<file path="src/verilog/interrupt_priority_defs.vh">
// Constants for the interrupt priority register slice and its bus slave
`ifndef INTERRUPT_PRIORITY_DEFS_VH
`define INTERRUPT_PRIORITY_DEFS_VH

// Register byte offsets within the slave window
`define ADDR_W              12
`define OFFS_I2C2_PRIO      12'h000
`define OFFS_CLOCK_PRIO     12'h004

// Priority field geometry and encoding
`define LVL_W               3
`define MST_LSB             8
`define SLV_LSB             4
`define CLK_LSB             8
`define LVL_RESET           3'h4
`define LVL_OFF             3'h0
`define LVL_MIN             3'h1
`define LVL_MAX             3'h7

// Byte lanes that hold each field
`define MST_LANE            1
`define SLV_LANE            0
`define CLK_LANE            1

// AHB-Lite encodings
`define HTRANS_NONSEQ_BIT   1
`define HSIZE_BYTE          3'h0
`define HSIZE_HALF          3'h1
`define HRESP_OKAY          1'b0
`define LANES_ALL           4'hF
`define LANES_LOW_HALF      4'h3
`define LANES_HIGH_HALF     4'hC
`define LANE_ONE            4'h1
`define DATA_ZERO           32'h0000_0000

// Source identifiers on the winner output
`define SRC_W               2
`define SRC_NONE            2'h0
`define SRC_MST             2'h1
`define SRC_SLV             2'h2
`define SRC_CLK             2'h3

`endif

</file>
<file path="src/verilog/priority_field.v">
// One software-written 3-bit interrupt priority field
`timescale 1ns/1ps
`include "interrupt_priority_defs.vh"

module priority_field
(
   // Clock and reset
   input  wire                hclk,
   input  wire                hresetn,
   // Write port
   input  wire                wr_en,
   input  wire [`LVL_W-1:0]   wr_level,
   // Field state
   output wire [`LVL_W-1:0]   level,
   output wire                serviceable,
   output wire                at_max
);

   reg [`LVL_W-1:0] level_q;

   always @(posedge hclk or negedge hresetn)
   begin
      if (!hresetn)
         level_q <= `LVL_RESET;
      else if (wr_en)
         level_q <= wr_level;
   end

   assign level       = level_q;
   // Code zero takes the source out of servicing entirely
   assign serviceable = (level_q != `LVL_OFF);
   assign at_max      = (level_q == `LVL_MAX);

endmodule

</file>
<file path="src/verilog/interrupt_priority_regs_i2c_rtc.v">
// Priority registers for second I2C and clock/calendar events, with an AHB-Lite slave
//
// Notes on behaviour
// Bits 10 to 8 of the I2C priority register hold the writable master event level.
// Bits 6 to 4 of the same register hold the writable slave event level.
// Code 111 gives level 7, the highest, and smaller codes give proportionally lower levels.
// Code 001 gives level 1, the lowest level that is still serviced.
// Code 000 disables the source, so it is never presented whatever its request.
// A second register holds the clock/calendar level at bits 10 to 8; unused bits read zero, ignore writes.
`timescale 1ns/1ps
`include "interrupt_priority_defs.vh"

module interrupt_priority_regs_i2c_rtc
(
   // Clock and reset
   input  wire                hclk,
   input  wire                hresetn,
   // AHB-Lite slave
   input  wire                hsel,
   input  wire [31:0]         haddr,
   input  wire [1:0]          htrans,
   input  wire                hwrite,
   input  wire [2:0]          hsize,
   input  wire                hready,
   input  wire [31:0]         hwdata,
   output wire [31:0]         hrdata,
   output wire                hreadyout,
   output wire                hresp,
   // Event requests (flag and enable already combined)
   input  wire                master_event_req,
   input  wire                slave_event_req,
   input  wire                clock_event_req,
   // Levels to the arbitration logic
   output wire [`LVL_W-1:0]   second_i2c_master_event_level,
   output wire [`LVL_W-1:0]   second_i2c_slave_event_level,
   output wire [`LVL_W-1:0]   clock_calendar_event_level,
   // Presented request and its winner
   output wire                master_event_presented,
   output wire                slave_event_presented,
   output wire                clock_event_presented,
   output wire [`SRC_W-1:0]   winner_source,
   output wire [`LVL_W-1:0]   winner_level
);

   // Byte lanes touched by a transfer of the given size and address
   function [3:0] lanes_of;
      input [2:0] size;
      input [1:0] addr_lo;
      begin
         if (size == `HSIZE_BYTE)
            lanes_of = `LANE_ONE << addr_lo;
         else if (size == `HSIZE_HALF)
            lanes_of = addr_lo[1] ? `LANES_HIGH_HALF : `LANES_LOW_HALF;
         else
            lanes_of = `LANES_ALL;
      end
   endfunction

   // Register image with unimplemented bits forced to zero
   function [31:0] i2c_image;
      input [`LVL_W-1:0] mst;
      input [`LVL_W-1:0] slv;
      begin
         i2c_image = `DATA_ZERO;
         i2c_image[`MST_LSB +: `LVL_W] = mst;
         i2c_image[`SLV_LSB +: `LVL_W] = slv;
      end
   endfunction

   function [31:0] clock_image;
      input [`LVL_W-1:0] clk_lvl;
      begin
         clock_image = `DATA_ZERO;
         clock_image[`CLK_LSB +: `LVL_W] = clk_lvl;
      end
   endfunction

   // Address phase capture
   reg                  wr_pend_q;
   reg [`ADDR_W-1:0]    wr_addr_q;
   reg [3:0]            wr_lanes_q;
   reg [31:0]           hrdata_q;
   reg [31:0]           hrdata_d;

   wire                 addr_phase;
   wire [3:0]           lanes_now;

   assign addr_phase = hsel & hready & htrans[`HTRANS_NONSEQ_BIT];
   assign lanes_now  = lanes_of(hsize, haddr[1:0]);

   // Data phase writes, per field, honouring byte lanes
   wire                 hit_i2c;
   wire                 hit_clk;
   wire                 we_mst;
   wire                 we_slv;
   wire                 we_clk;

   assign hit_i2c = wr_pend_q & (wr_addr_q == `OFFS_I2C2_PRIO);
   assign hit_clk = wr_pend_q & (wr_addr_q == `OFFS_CLOCK_PRIO);
   assign we_mst  = hit_i2c & wr_lanes_q[`MST_LANE];
   assign we_slv  = hit_i2c & wr_lanes_q[`SLV_LANE];
   assign we_clk  = hit_clk & wr_lanes_q[`CLK_LANE];

   wire [`LVL_W-1:0]    mst_level;
   wire [`LVL_W-1:0]    slv_level;
   wire [`LVL_W-1:0]    clk_level;
   wire                 mst_on;
   wire                 slv_on;
   wire                 clk_on;

   priority_field u_mst
   (
      .hclk        (hclk),
      .hresetn     (hresetn),
      .wr_en       (we_mst),
      .wr_level    (hwdata[`MST_LSB +: `LVL_W]),
      .level       (mst_level),
      .serviceable (mst_on),
      .at_max      ()
   );

   priority_field u_slv
   (
      .hclk        (hclk),
      .hresetn     (hresetn),
      .wr_en       (we_slv),
      .wr_level    (hwdata[`SLV_LSB +: `LVL_W]),
      .level       (slv_level),
      .serviceable (slv_on),
      .at_max      ()
   );

   priority_field u_clk
   (
      .hclk        (hclk),
      .hresetn     (hresetn),
      .wr_en       (we_clk),
      .wr_level    (hwdata[`CLK_LSB +: `LVL_W]),
      .level       (clk_level),
      .serviceable (clk_on),
      .at_max      ()
   );

   // Forward a write still in its data phase so a back-to-back read sees it
   wire [`LVL_W-1:0]    mst_fwd;
   wire [`LVL_W-1:0]    slv_fwd;
   wire [`LVL_W-1:0]    clk_fwd;

   assign mst_fwd = we_mst ? hwdata[`MST_LSB +: `LVL_W] : mst_level;
   assign slv_fwd = we_slv ? hwdata[`SLV_LSB +: `LVL_W] : slv_level;
   assign clk_fwd = we_clk ? hwdata[`CLK_LSB +: `LVL_W] : clk_level;

   always @*
   begin
      hrdata_d = hrdata_q;
      if (addr_phase && !hwrite)
      begin
         // Unmapped offsets read as zero with an OKAY answer
         if (haddr[`ADDR_W-1:0] == `OFFS_I2C2_PRIO)
            hrdata_d = i2c_image(mst_fwd, slv_fwd);
         else if (haddr[`ADDR_W-1:0] == `OFFS_CLOCK_PRIO)
            hrdata_d = clock_image(clk_fwd);
         else
            hrdata_d = `DATA_ZERO;
      end
   end

   always @(posedge hclk or negedge hresetn)
   begin
      if (!hresetn)
      begin
         wr_pend_q  <= 1'b0;
         wr_addr_q  <= {`ADDR_W{1'b0}};
         wr_lanes_q <= 4'h0;
         hrdata_q   <= `DATA_ZERO;
      end
      else
      begin
         hrdata_q <= hrdata_d;
         if (hready)
         begin
            wr_pend_q  <= addr_phase & hwrite;
            wr_addr_q  <= haddr[`ADDR_W-1:0];
            wr_lanes_q <= lanes_now;
         end
      end
   end

   // Zero wait states; every transfer completes OKAY
   assign hrdata    = hrdata_q;
   assign hreadyout = 1'b1;
   assign hresp     = `HRESP_OKAY;

   assign second_i2c_master_event_level = mst_level;
   assign second_i2c_slave_event_level  = slv_level;
   assign clock_calendar_event_level    = clk_level;

   // Presentation and winner selection
   wire                 mst_pres;
   wire                 slv_pres;
   wire                 clk_pres;

   assign mst_pres = master_event_req & mst_on;
   assign slv_pres = slave_event_req  & slv_on;
   assign clk_pres = clock_event_req  & clk_on;

   reg                  mst_pres_q;
   reg                  slv_pres_q;
   reg                  clk_pres_q;
   reg [`SRC_W-1:0]     win_src_q;
   reg [`SRC_W-1:0]     win_src_d;
   reg [`LVL_W-1:0]     win_lvl_q;
   reg [`LVL_W-1:0]     win_lvl_d;

   // Higher code wins; equal codes fall back to master, slave, clock order.
   // Strict greater-than keeps the earlier source on a tie.
   always @*
   begin
      win_src_d = `SRC_NONE;
      win_lvl_d = `LVL_OFF;
      if (mst_pres)
      begin
         win_src_d = `SRC_MST;
         win_lvl_d = mst_level;
      end
      if (slv_pres && (slv_level > win_lvl_d))
      begin
         win_src_d = `SRC_SLV;
         win_lvl_d = slv_level;
      end
      if (clk_pres && (clk_level > win_lvl_d))
      begin
         win_src_d = `SRC_CLK;
         win_lvl_d = clk_level;
      end
      // A presented source has at least level 1, so it always beats none
      if (win_src_d == `SRC_NONE)
         win_lvl_d = `LVL_OFF;
   end

   always @(posedge hclk or negedge hresetn)
   begin
      if (!hresetn)
      begin
         mst_pres_q <= 1'b0;
         slv_pres_q <= 1'b0;
         clk_pres_q <= 1'b0;
         win_src_q  <= `SRC_NONE;
         win_lvl_q  <= `LVL_OFF;
      end
      else
      begin
         mst_pres_q <= mst_pres;
         slv_pres_q <= slv_pres;
         clk_pres_q <= clk_pres;
         win_src_q  <= win_src_d;
         win_lvl_q  <= win_lvl_d;
      end
   end

   assign master_event_presented = mst_pres_q;
   assign slave_event_presented  = slv_pres_q;
   assign clock_event_presented  = clk_pres_q;
   assign winner_source          = win_src_q;
   assign winner_level           = win_lvl_q;

endmodule

</file>
<file path="config.mk">
export PLATFORM = sky130hd
export DESIGN_NAME = interrupt_priority_regs_i2c_rtc
export DESIGN_NICKNAME = d
export VERILOG_FILES = /design/src/verilog/priority_field.v /design/src/verilog/interrupt_priority_regs_i2c_rtc.v
export VERILOG_INCLUDE_DIRS = /design/src /design/src/verilog
export SDC_FILE = /design/constraint.sdc
export NUM_CORES = 1
export LEC_CHECK = 0
export BUFFER_PORTS_ARGS = -buffer_cell sky130_fd_sc_hd__buf_2
export CAP_MARGIN = 20
export CORE_ASPECT_RATIO = 0.5
export CORE_MARGIN = 10
export CORE_UTILIZATION = 48
export CTS_BUF_LIST = sky130_fd_sc_hd__clkbuf_2
export DETAILED_ROUTE_END_ITERATION = 8
export PLACE_DENSITY_LB_ADDON = 0.08
export SLEW_MARGIN = 10
export SYNTH_ARGS = -nofsm -noshare
export SYNTH_HDL_FRONTEND = slang
export SYNTH_SLANG_ARGS = --single-unit
</file>
<file path="constraint.sdc">
create_clock -name hclk -period 6.7 [get_ports hclk]
set_input_delay 0 -clock hclk [delete_from_list [all_inputs] [get_ports hclk]]
set_output_delay 0 -clock hclk [all_outputs]
set_load 0.005 [all_outputs]
</file>
==> run metrics, run 1 <==
outcome=complete, no violations; RSZ-0062 raised after global routing=false; gr ovfl total=0; initial core utilization=approximately half; Tcrit/Tclk final=47.5%; sequential fraction of the synthesis area=44.7%; row cnt=17; Residual DRC=0; Global Route Usage Sum=13.9%; Final Core Density=62.5%; critical path type=reg -> reg; worst-margin pin slew=0.823 ns; Via density=5.11; Final GP Congestion=0.779; Detail Placement HPWL=3960 um; setup TNS=0 ns; Sw Pwr=130 uW; Worst EP arrival=3.43 ns; worst endpoint required time=between 6 and 7 ns; yosys warns=0; crit end category=flip-flop; Clock Latency Late Sink=0.40 ns; IR drop worst, VDD=107 uV; Sw Share=approximately a quarter; WHS Path Cells=2; nets=364; fmax=314 MHz; Critical Path Source Type=flip-flop; initial antenna violation count=0; vias post-DR=1,731; first-pass GRT wire length=8770 um; Seq cells post-synth=38; Seq. cell area=955 um2; clock power share=34.5%; setup violators final=0; CTS tree=built; CTS H-tree lvls=2; internal power=just under 400 uW; Initial DRC Count=83; Mapped Cells=199; crit-path max FO=8; reg2reg path depth=11; chip width=114 um; Hold Slack=0.0290 ns; Clock Tree Root=clkbuf_2; number of setup buffers added after CTS=0; clock skew=between 0.02 and 0.025 ns; Synth area leaders=dfrtp_1 (41%), mux2_2 (11%), buf_4 (9.8%); share of layout cells above drive strength 1=32.3%; remaining antenna violation count=0; Hold/Removal Path Class=in -> reg; largest net degree at the start of global routing=39; post-route minimum period=around 3.2 ns; max-slew violations=0; final worst slack=3.52 ns; clock-pin slew on the worst setup and hold paths=~0.21 ns; number of port buffers=52; Main synth FF type=dfrtp_1; synth-to-layout area growth=27.0%; total CTS buffers=5; CTS max path bufs=2; Post-synth ARST share=between 90% and 100%; sequential share of power=between 40% and 50%; detailed-router iteration count before antenna repair=4; Leakage=0.00128 uW; Max Cap Viol=0; Rel. slew slack=45.1%; Post-synth EDFFs=0; I/O Pins=between 100 and 150; Pwr Density=190 nW/um2; Yosys cell types=42; final WL=5140 um; number of fill cells=384; chip height=67.2 um; DP Worst Slack=between 3 and 4 ns; die area=7680 um2; vias in the first global route=around 1.9k; Yosys top cell by area=dfrtp_1; Combinational Power Share=between 10% and 20%; mapped cell area=2130 um2; final hold vios=0; Ant. Diodes=0; clock sink count=38; Multi-input gate area=1030 um2; share of the synthesized area in the top cell type=approximately two fifths; Wirelength per Cell=15.2 um; core area=4340 um2; Synth Area per Inst=~11 um2
==> per-layer routing <==
| metal | share of wire [%] | wire length [um] | global-route usage, % |
|---|---|---|---|
| met3 | 9.7 | 496 | 5.48 |
| met2 | 46 | 2390 | 23.7 |
| met5 | 0 | 0 | 0 |
| met1 | 43 | 2210 | 16.4 |
| met4 | 0.90 | 46 | 3.73 |
==> what timing repair did <==
| item | in CTS | in global routing |
|---|---|---|
| hold endpoints to repair | 69 | 0 |
| setup endpoints to repair | 0 | 0 |
| hold buffers | 28 | 0 |
| resized for setup | 0 | 0 |
==> power groups by stage <==
stage	Clock [uW]	Combinational (uW)	Sequential (uW)
2_1_floorplan	0	50.2	259
3_3_place_gp	0	66.0	260
3_5_place_dp	0	68.3	261
4_1_cts	181	80.7	257
5_1_grt	193	92.4	260
6_report	178	80.7	257
==> cells in the final DEF, fill, tap and decap left out, types with 4 or more instances in the layout <==
master         netlist  final
buf_2                1     52
clkbuf_2             0      5
conb_1               2     28
dfrtp_1             35     35
dlygate4sd3_1        0     28
ha_1                 6      6
inv_1                7      7
mux2_2              20     20
nand2_1             17     17
nand3_1              4      4
nor2b_1              7      7
nor4_1               4      4
o21ai_0              9      9
or2_2                4      4
==> synth_stat cells, drive strengths merged, types with 2 or more instances <==
cell	instances
o41ai	2
nor2b	7
nand2b	3
a21oi	2
dfrtp	35
o311ai	4
nor4	5
or2	4
o31ai	2
conb	2
clkbuf	2
or4	2
nand2	17
a211oi	3
nand3	4
dfstp	3
inv	7
ha	6
nor4b	3
and2	3
nor3	3
a22o	3
mux2	20
a31oi	3
buf	29
o21ai	9
o31a	2
nor2	2
o21bai	2
nand4	3
==> state kept, by name (all words and copies together) (netlist names) <==
signal                  cells
clock_event_presented       1
wr_addr_q                  12
winner_source               2
u_clk.level                 3
winner_level                3
u_mst.level                 3
slave_event_presented       1
master_event_presented      1
wr_pend_q                   1
u_slv.level                 3
hrdata                      6
wr_lanes_q                  2
==> through the flow <==
| step | area [um2] | power (uW) | std cells |
|---|---|---|---|
| 2_1_floorplan | 2230 | 309 | 225 |
| 3_3_place_gp | 2340 | 326 | 303 |
| 3_5_place_dp | 2340 | 330 | 303 |
| 4_1_cts | 2710 | 519 | 339 |
| 5_1_grt | 2710 | 545 | 339 |
| 6_report | 2710 | 516 | 339 |
==> cell families after synthesis <==
| kind of cell | share of synthesized area, % |
|---|---|
| other cells | 0.352 |
| mux | 10.6 |
| xor+xnor | 0.410 |
| fa+ha+maj | 3.52 |
| buf+inv | 11.7 |
| compound gates | 11.2 |
| simple gates | 17.6 |
| flops | 44.7 |
==> worst max-delay path, cell delays in order (launching register included) <==
cell	delay, ns
dfrtp_1	0.46
nand2_1	0.09
ha_1	0.29
nor2b_1	0.13
o311ai_1	0.59
o21bai_1	0.15
and2_1	0.19
ha_1	0.28
nor2b_1	0.13
o21ai_0	0.35
a21o_1	0.26
o21ai_0	0.11
==> area by class of cell <==
cell class / instances / area share, %
clock inverter: 3 / 2.35
clock buffer: 5 / 0.923
multi-input combinational: 149 / 38.0
tap: 57 / 2.63
timing repair buffer: 80 / 19.9
inverter: 7 / 0.970
sequential: 38 / 35.2
==> path summary, 6_finish.rpt <==
check | slack [ns] | to | start
min in group asynchronous | 0.19 | clock_event_presented | hresetn
min | 0.03 | wr_pend_q | hready
min reg2reg | 0.50 | hrdata[10] | hrdata[10]
max | 3.52 | winner_source[1] | u_mst.level[1]
max in group asynchronous | 5.98 | hrdata[10] | hresetn
max reg2reg | 3.52 | winner_source[1] | u_mst.level[1]
(Power assumes the default switching activity.)
==> inputs of run 2 (changes only) <==
- ABC_AREA: default -> 1
- CORE_UTILIZATION: 48 -> 45
- clock period: 6.7 -> 3 ns (I/O delays scaled with it)
==> run 2 against run 1 <==
Effect of this change:
- first-iteration DRC count down 53%
- combinational power up 98%
- register-to-register slack worse by 3.3 ns
- clock-buffer cell count up 1
- setup slack worse by 3.3 ns
- largest cell class unchanged
- highest routed layer unchanged
==> run metrics, run 2 <==
gr ovfl total=0 (unchanged); Post-synth EDFFs=0 (unchanged); Synth Area in Adders=3.49% (-0.031 points); I/O Pins=128 (unchanged); worst endpoint required time=3.30 ns (-3.65 ns); Post-Place Cells=386 (+27%); Final GP Congestion=0.785 (+0.71%); Main synth FF type=dfrtp_1; yosys warns=0 (unchanged); Rel. slew slack=44.4% (-0.69 points); CP peak stage delay=0.58 ns (about the same); remaining antenna violation count=0 (unchanged); number of port buffers=52 (unchanged); Mapped Cells=272 (+37%); largest net degree at the start of global routing=39 (unchanged); detailed-router iteration count before antenna repair=4 (unchanged); IR drop worst, VDD=163 uV (+53%); vias in the first global route=1,991 (+5.1%); Wirelength per Cell=12.0 um (-21%); largest family of logic cells by synthesized area=simple AND/OR/NAND/NOR gates; CP bufs+invs=2 (+2); critical path type=reg -> reg; CTS tree=built; Seq cells post-synth=38 (unchanged); Via density=4.49 (-12%); most common cell after layout, fill and taps aside=nand2_1; Worst path most repeated cell=nand2_1; Post-synth ARST share=100% (unchanged); Critical Path Source Type=flip-flop; Clock Tree Root=clkbuf_2; core area=4510 um2 (+3.9%); Initial DRC Count=39 (-53%); Pwr Total=939 uW (+82%); final hold vios=0 (unchanged); Largest register FFs=12 (unchanged); post-route minimum period=2.74 ns (-0.437 ns); final WL=5220 um (+1.6%); Residual DRC=0 (unchanged); crit path cell chain=nor2_1 > nand2_1 > nand2_1 > nor2_2 > ha_1 > nand3_1 > nand3_1 > nor2_4 > nand2_1 > o21a_1 > ha_1 > nand2_1 > o21ai_1 > nand3_2 > inv_2 > nand2_1 > nand2_1 > inv_1; chip width=118 um (+3.1%); commonest non-fill, non-tap cells in the layout=nand2_1 (87), buf_2 (52), dlygate4sd3_1 (38); Synth Area per Inst=7.92 um2 (-26%); share of layout cells above drive strength 1=24.1% (-8.2 points); mapped cell area=2150 um2 (+0.88%); row cnt=17 (unchanged); clock-pin slew on the worst setup and hold paths=0.19 ns (-0.02 ns); XOR/XNOR share of the synthesized area=0% (-0.41 points); Synth area leaders=dfrtp_1 (41%), nand2_1 (15%), buf_4 (9.8%); sequential fraction of the synthesis area=44.3% (-0.39 points); CP top delay family=simple AND/OR/NAND/NOR gates; count leader, synth=nand2_1; Worst EP arrival=3.04 ns (-0.39 ns); fmax=365 MHz (+16%); Hold/Removal Path Class=in -> reg; vias post-DR=1,958 (+13%); die area=8120 um2 (+5.8%); synth-to-layout area growth=31.9%; Compound-Gate Fraction of Synth Area=4.18% (-7.0 points); setup violators final=0 (unchanged); Pwr Density=331 nW/um2 (+74%); commonest cells in the netlist=nand2_1 (87), dfrtp_1 (35), buf_4 (28); Leakage=0.00155 uW (+22%); clock sink count=38 (unchanged); max-slew violations=0 (unchanged); Yosys cell types=27 (-36%); Hold Slack=0.0863 ns (+0.0573 ns); Detail Placement HPWL=3900 um (-1.4%); Global Route Usage Sum=13.0% (-0.92 points); Final Non-Filler Cells=436 (+29%); Biggest register=wr_addr_q; Ant. Diodes=0 (unchanged); mux cell area share after synthesis=0% (-11 points); Clock Latency Late Sink=0.39 ns (about the same); nets=452 (+24%); share of the synthesized area in the top cell type=40.7% (-0.36 points); crit-path max FO=5 (-3); initial core utilization=47.8% (-1.4 points); Tcrit/Tclk final=91.4% (+44 points); total CTS buffers=5 (unchanged); first-pass GRT wire length=8720 um (-0.55%); chip height=68.9 um (+2.6%); Yosys top cell by area=dfrtp_1; outcome=complete, no violations; Crit-path slowest cell=dfstp_2; CTS max path bufs=2 (unchanged); Max Cap Viol=0 (unchanged); crit end category=flip-flop; simple-gate portion of the synthesized area=32.6% (+15 points); initial antenna violation count=0 (unchanged); worst-margin pin slew=0.834 ns (+0.0104 ns); clock skew=0.0140 ns (-0.00784 ns); CTS H-tree lvls=2 (unchanged)
[run 2: cell count changes in the layout (fill, tap and decap cells not counted), sizes merged, moves of 5 or more]
cell         before  now
mux2             20    0
nor4              5    0
nor2b             7    0
nand2            17   91
nand3             4   26
dlygate4sd3      28   38
inv               7   27
nor2              2   27
[run 2: path summary, 6_finish.rpt]
path	startpoint	endpoint	slack, ns	cells past startpoint
hold reg to reg	wr_addr_q[0]	wr_addr_q[0]	0.50	2
setup reg to reg	u_mst.level[2]	winner_level[2]	0.26	18
hold / removal	hsel	hrdata[5]	0.09	6
min in group asynchronous	hresetn	hrdata[5]	0.22	2
setup / recovery	u_mst.level[2]	winner_level[2]	0.26	18
max in group asynchronous	hresetn	u_clk.level[0]	2.25	2
[run 2: metal layers]
metal / vias up / part of all wire, % / wire, um / track usage [%]
met5: - / 0 / 0 / 0
met4: 0 / 1.0 / 54 / 4.13
met3: 7 / 9.2 / 483 / 5.51
met2: 81 / 44 / 2310 / 22.6
met1: 877 / 46 / 2380 / 14.8
li1: 993 / - / - / -
[run 2: kinds of logic after synthesis]
kind of cell               count (synthesis)
AOI/OAI and AO/OA                         14
adders and majority gates                  6
buffers and inverters                     58
DFF                                       38
other                                      2
and+or+nand+nor                          154
[run 2: final cells by class]
class                      count  area, um2
clock buffer                   6       30.0
clock inverter                 2       8.76
fill                         396       1670
inverter                      28        106
multi-input combinational    202        987
sequential                    38        955
tap                           66       82.6
timing repair buffer          94        671
[run 2: tightest hold or removal path: stages]
cell and delay (ns):
buf_2 0.10, nand3_2 0.07, nor2_2 0.05, inv_2 0.12, nand2_1 0.06, nand2_1 0.06
[run 2: power by group]
| group | internal, uW | switching, uW | leakage [uW] |
|---|---|---|---|
| Combinational | 76.0 | 83.5 | 0.00106 |
| Sequential | 538 | 15.6 | 0.000466 |
| Clock | 57.4 | 168 | 0.0000304 |
[run 2: stage by stage]
step           setup WS [ns]  TNS [ns]  utilization, %  cell area [um2]
3_5_place_dp           0.144         0            52.7             2380
2_1_floorplan          0.464         0               -             2250
6_report               0.257         0            63.0             2840
5_1_grt              -0.0420   -0.0738            63.0             2840
4_1_cts               0.0997         0            62.0             2800
3_3_place_gp           0.205         0            52.7             2380
[run 2: timing repair]
| item | 4_1_cts | 5_1_grt |
|---|---|---|
| setup endpoints to repair | 0 | 5 |
| endpoints found under the hold margin | 70 | 0 |
| setup buffers | 0 | 4 |
| resized for setup | 0 | 6 |
| hold buffers | 38 | 0 |
==> inputs of run 3 (changes only) <==
- CORE_UTILIZATION: 45 -> 46
- PLACE_DENSITY: default -> 0.87
- PLACE_DENSITY_LB_ADDON: 0.08 -> default
- SYNTH_HIERARCHICAL: default -> 1
==> run 3 against run 2 <==
Effect of this change:
- global-route usage decreased by 0.29 points
- design area is 3.0% higher
- register-to-register slack got worse by 0.08 ns
- hold slack worse by 0.083 ns
==> run metrics, run 3 <==
outcome=complete, no violations; remaining antenna violation count=0 (unchanged); nets=477 (+5.5%); Setup crit start=u_mst/level[2]; Post-Place Cells=415 (+7.5%); final worst slack=0.177 ns (-0.0807 ns); CTS tree=built; detailed-router iteration count before antenna repair=4 (unchanged); setup TNS=0 ns (unchanged); WHS Path Cells=5 (-1); CP top delay family=simple AND/OR/NAND/NOR gates; core area=4530 um2 (+0.47%); IR drop worst, VDD=216 uV (+32%); CTS H-tree lvls=2 (unchanged); critical path type=reg -> reg; crit end category=flip-flop; number of port buffers=52 (unchanged); Final GP Congestion=0.812 (+3.5%); Sw Pwr=311 uW (+16%); sequential share of power=48.5% (-10 points); Largest register FFs=12 (unchanged); row cnt=17 (unchanged); Detail Placement HPWL=3800 um (-2.7%); mapped cell area=2230 um2 (+3.6%); Pwr Density=404 nW/um2 (+22%); Ant. Diodes=0 (unchanged); Crit-path slowest cell=dfstp_2; final hold vios=0 (unchanged); chip width=118 um (+0.56%); number of fill cells=368 (-7.1%); crit-path max FO=7 (+2); Max Cap Viol=0 (unchanged); Wirelength per Cell=11.9 um (-0.57%); flop2flop setup slack=0.18 ns (-0.08 ns); hold_sp=htrans[1]; commonest non-fill, non-tap cells in the layout=nand2_1 (101), buf_2 (52), inv_1 (38); vias post-DR=2,063 (+5.4%); FF-to-FF End=winner_level[0]; Critical Path Source Type=flip-flop; setup violators final=0 (unchanged); Global Route Usage Sum=12.7% (-0.29 points); final WL=5490 um (+5.1%); initial core utilization=49.2% (+1.5 points); Via density=4.48 (-0.35%); clock power share=33.6% (+9.6 points); Residual DRC=0 (unchanged); Final Non-Filler Cells=461 (+5.7%); total CTS buffers=5 (unchanged); DP Worst Slack=0.106 ns (-0.0377 ns); vias in the first global route=2,023 (+1.6%); Rel. slew slack=45.3% (+0.91 points); fmax=354 MHz (-2.9%); Synth Area per Inst=7.41 um2 (-6.4%); clock sink count=38 (unchanged); die area=8200 um2 (+1.0%); CP bufs+invs=4 (+2); gr ovfl total=0 (unchanged); Initial DRC Count=154 (+290%); WHS Endpoint=hrdata[9]; Combinational Power Share=17.9% (+0.9 points); initial antenna violation count=0 (unchanged); share of layout cells above drive strength 1=21.0% (-3.0 points); most common cell after layout, fill and taps aside=nand2_1; CP peak stage delay=0.59 ns (about the same); yosys warns=6 (+6); clock skew=0.0200 ns (+0.00605 ns); chip height=69.2 um (+0.48%); Tcrit/Tclk final=94.1% (+2.7 points); worst-margin pin slew=0.820 ns (-0.0137 ns); Mapped Cells=301 (+11%); Leakage=0.00162 uW (+4.4%); Sw Share=26.3% (-2.2 points); CTS max path bufs=2 (unchanged); worst endpoint required time=3.31 ns (about the same); I/O Pins=128 (unchanged); clock-pin slew on the worst setup and hold paths=0.20 ns (about the same); max-slew violations=0 (unchanged); post-route minimum period=2.82 ns (+0.0807 ns); reg2reg path depth=18 (unchanged); Biggest register=wr_addr_q; Clock Latency Late Sink=0.39 ns (about the same); Hold/Removal Path Class=in -> reg; r2r startpoint=u_mst/level[2]; stages on the worst setup path=18 (unchanged); largest net degree at the start of global routing=39 (unchanged); first-pass GRT wire length=8980 um (+2.9%); crit path cell chain=inv_1 > nand2_1 > nand2_1 > nor2_1 > inv_1 > ha_1 > nand2_1 > o21ai_1 > nand2_2 > nand2_1 > o21ai_2 > ha_1 > a21oi_1 > o21ai_1 > nand3_2 > inv_1 > o21ai_0 > inv_1; internal power=871 uW (+30%); synth-to-layout area growth=31.2%; Worst EP arrival=3.14 ns (+0.10 ns); Clock Tree Root=clkbuf_2; Final Core Density=64.6% (+1.6 points)
==> run 3: worst max path at each step <==
stage                            to  slack, ns
detailed placement  winner_level[0]       0.11
finish              winner_level[0]       0.18
global route        winner_level[0]      -0.03
global placement    winner_level[0]       0.13
floorplan           winner_level[0]       0.38
CTS                 winner_level[0]       0.08
==> run 3: routing by layer <==
metal	routed length [um]	part of all wire (%)	up-vias	global-route usage, %
met1	2290	42	923	13.9
met4	92	1.7	0	4.39
met3	432	7.9	13	4.37
li1	-	-	1047	-
met2	2680	49	80	22.6
met5	0	0	-	0
==> run 3: area by class of cell <==
class | instances | area (um2) | share of cell area, %
Multi-Input combinational cell | 217 | 1010 | 34.5
Inverter | 42 | 158 | 5.39
Clock buffer | 5 | 25.0 | 0.855
Tap cell | 66 | 82.6 | 2.82
Timing Repair Buffer | 90 | 633 | 21.6
Sequential cell | 38 | 955 | 32.6
Clock inverter | 3 | 63.8 | 2.18
==> run 3: stage by stage <==
| stage | area (um2) | total power (uW) | hold slack, ns |
|---|---|---|---|
| floorplan | 2330 | 697 | -0.296 |
| global placement | 2450 | 740 | 0.133 |
| detailed placement | 2450 | 746 | 0.142 |
| CTS | 2880 | 1170 | 0.00361 |
| global route | 2930 | 1240 | -0.000769 |
| finish | 2930 | 1180 | 0.00360 |
==> run 3: power by group through the flow <==
| stage | registers, uW | clock network [uW] | logic, uW |
|---|---|---|---|
| floorplan | 582 | 0 | 115 |
| global placement | 581 | 0 | 159 |
| detailed placement | 582 | 0 | 164 |
| CTS | 573 | 398 | 199 |
| global route | 579 | 424 | 239 |
| finish | 574 | 397 | 212 |
==> run 3: tightest hold or removal path, stage by stage <==
cell and delay, ns:
buf_2 0.10, nand3_2 0.09, nor2_4 0.06, nor2_1 0.08
nor2_1 0.06
==> run 3: timing repair <==
action	in CTS	in global routing
gates resized for setup	0	4
setup endpoints to repair	0	4
buffers inserted	0	3
hold buffers	34	1
hold endpoints to repair	68	1
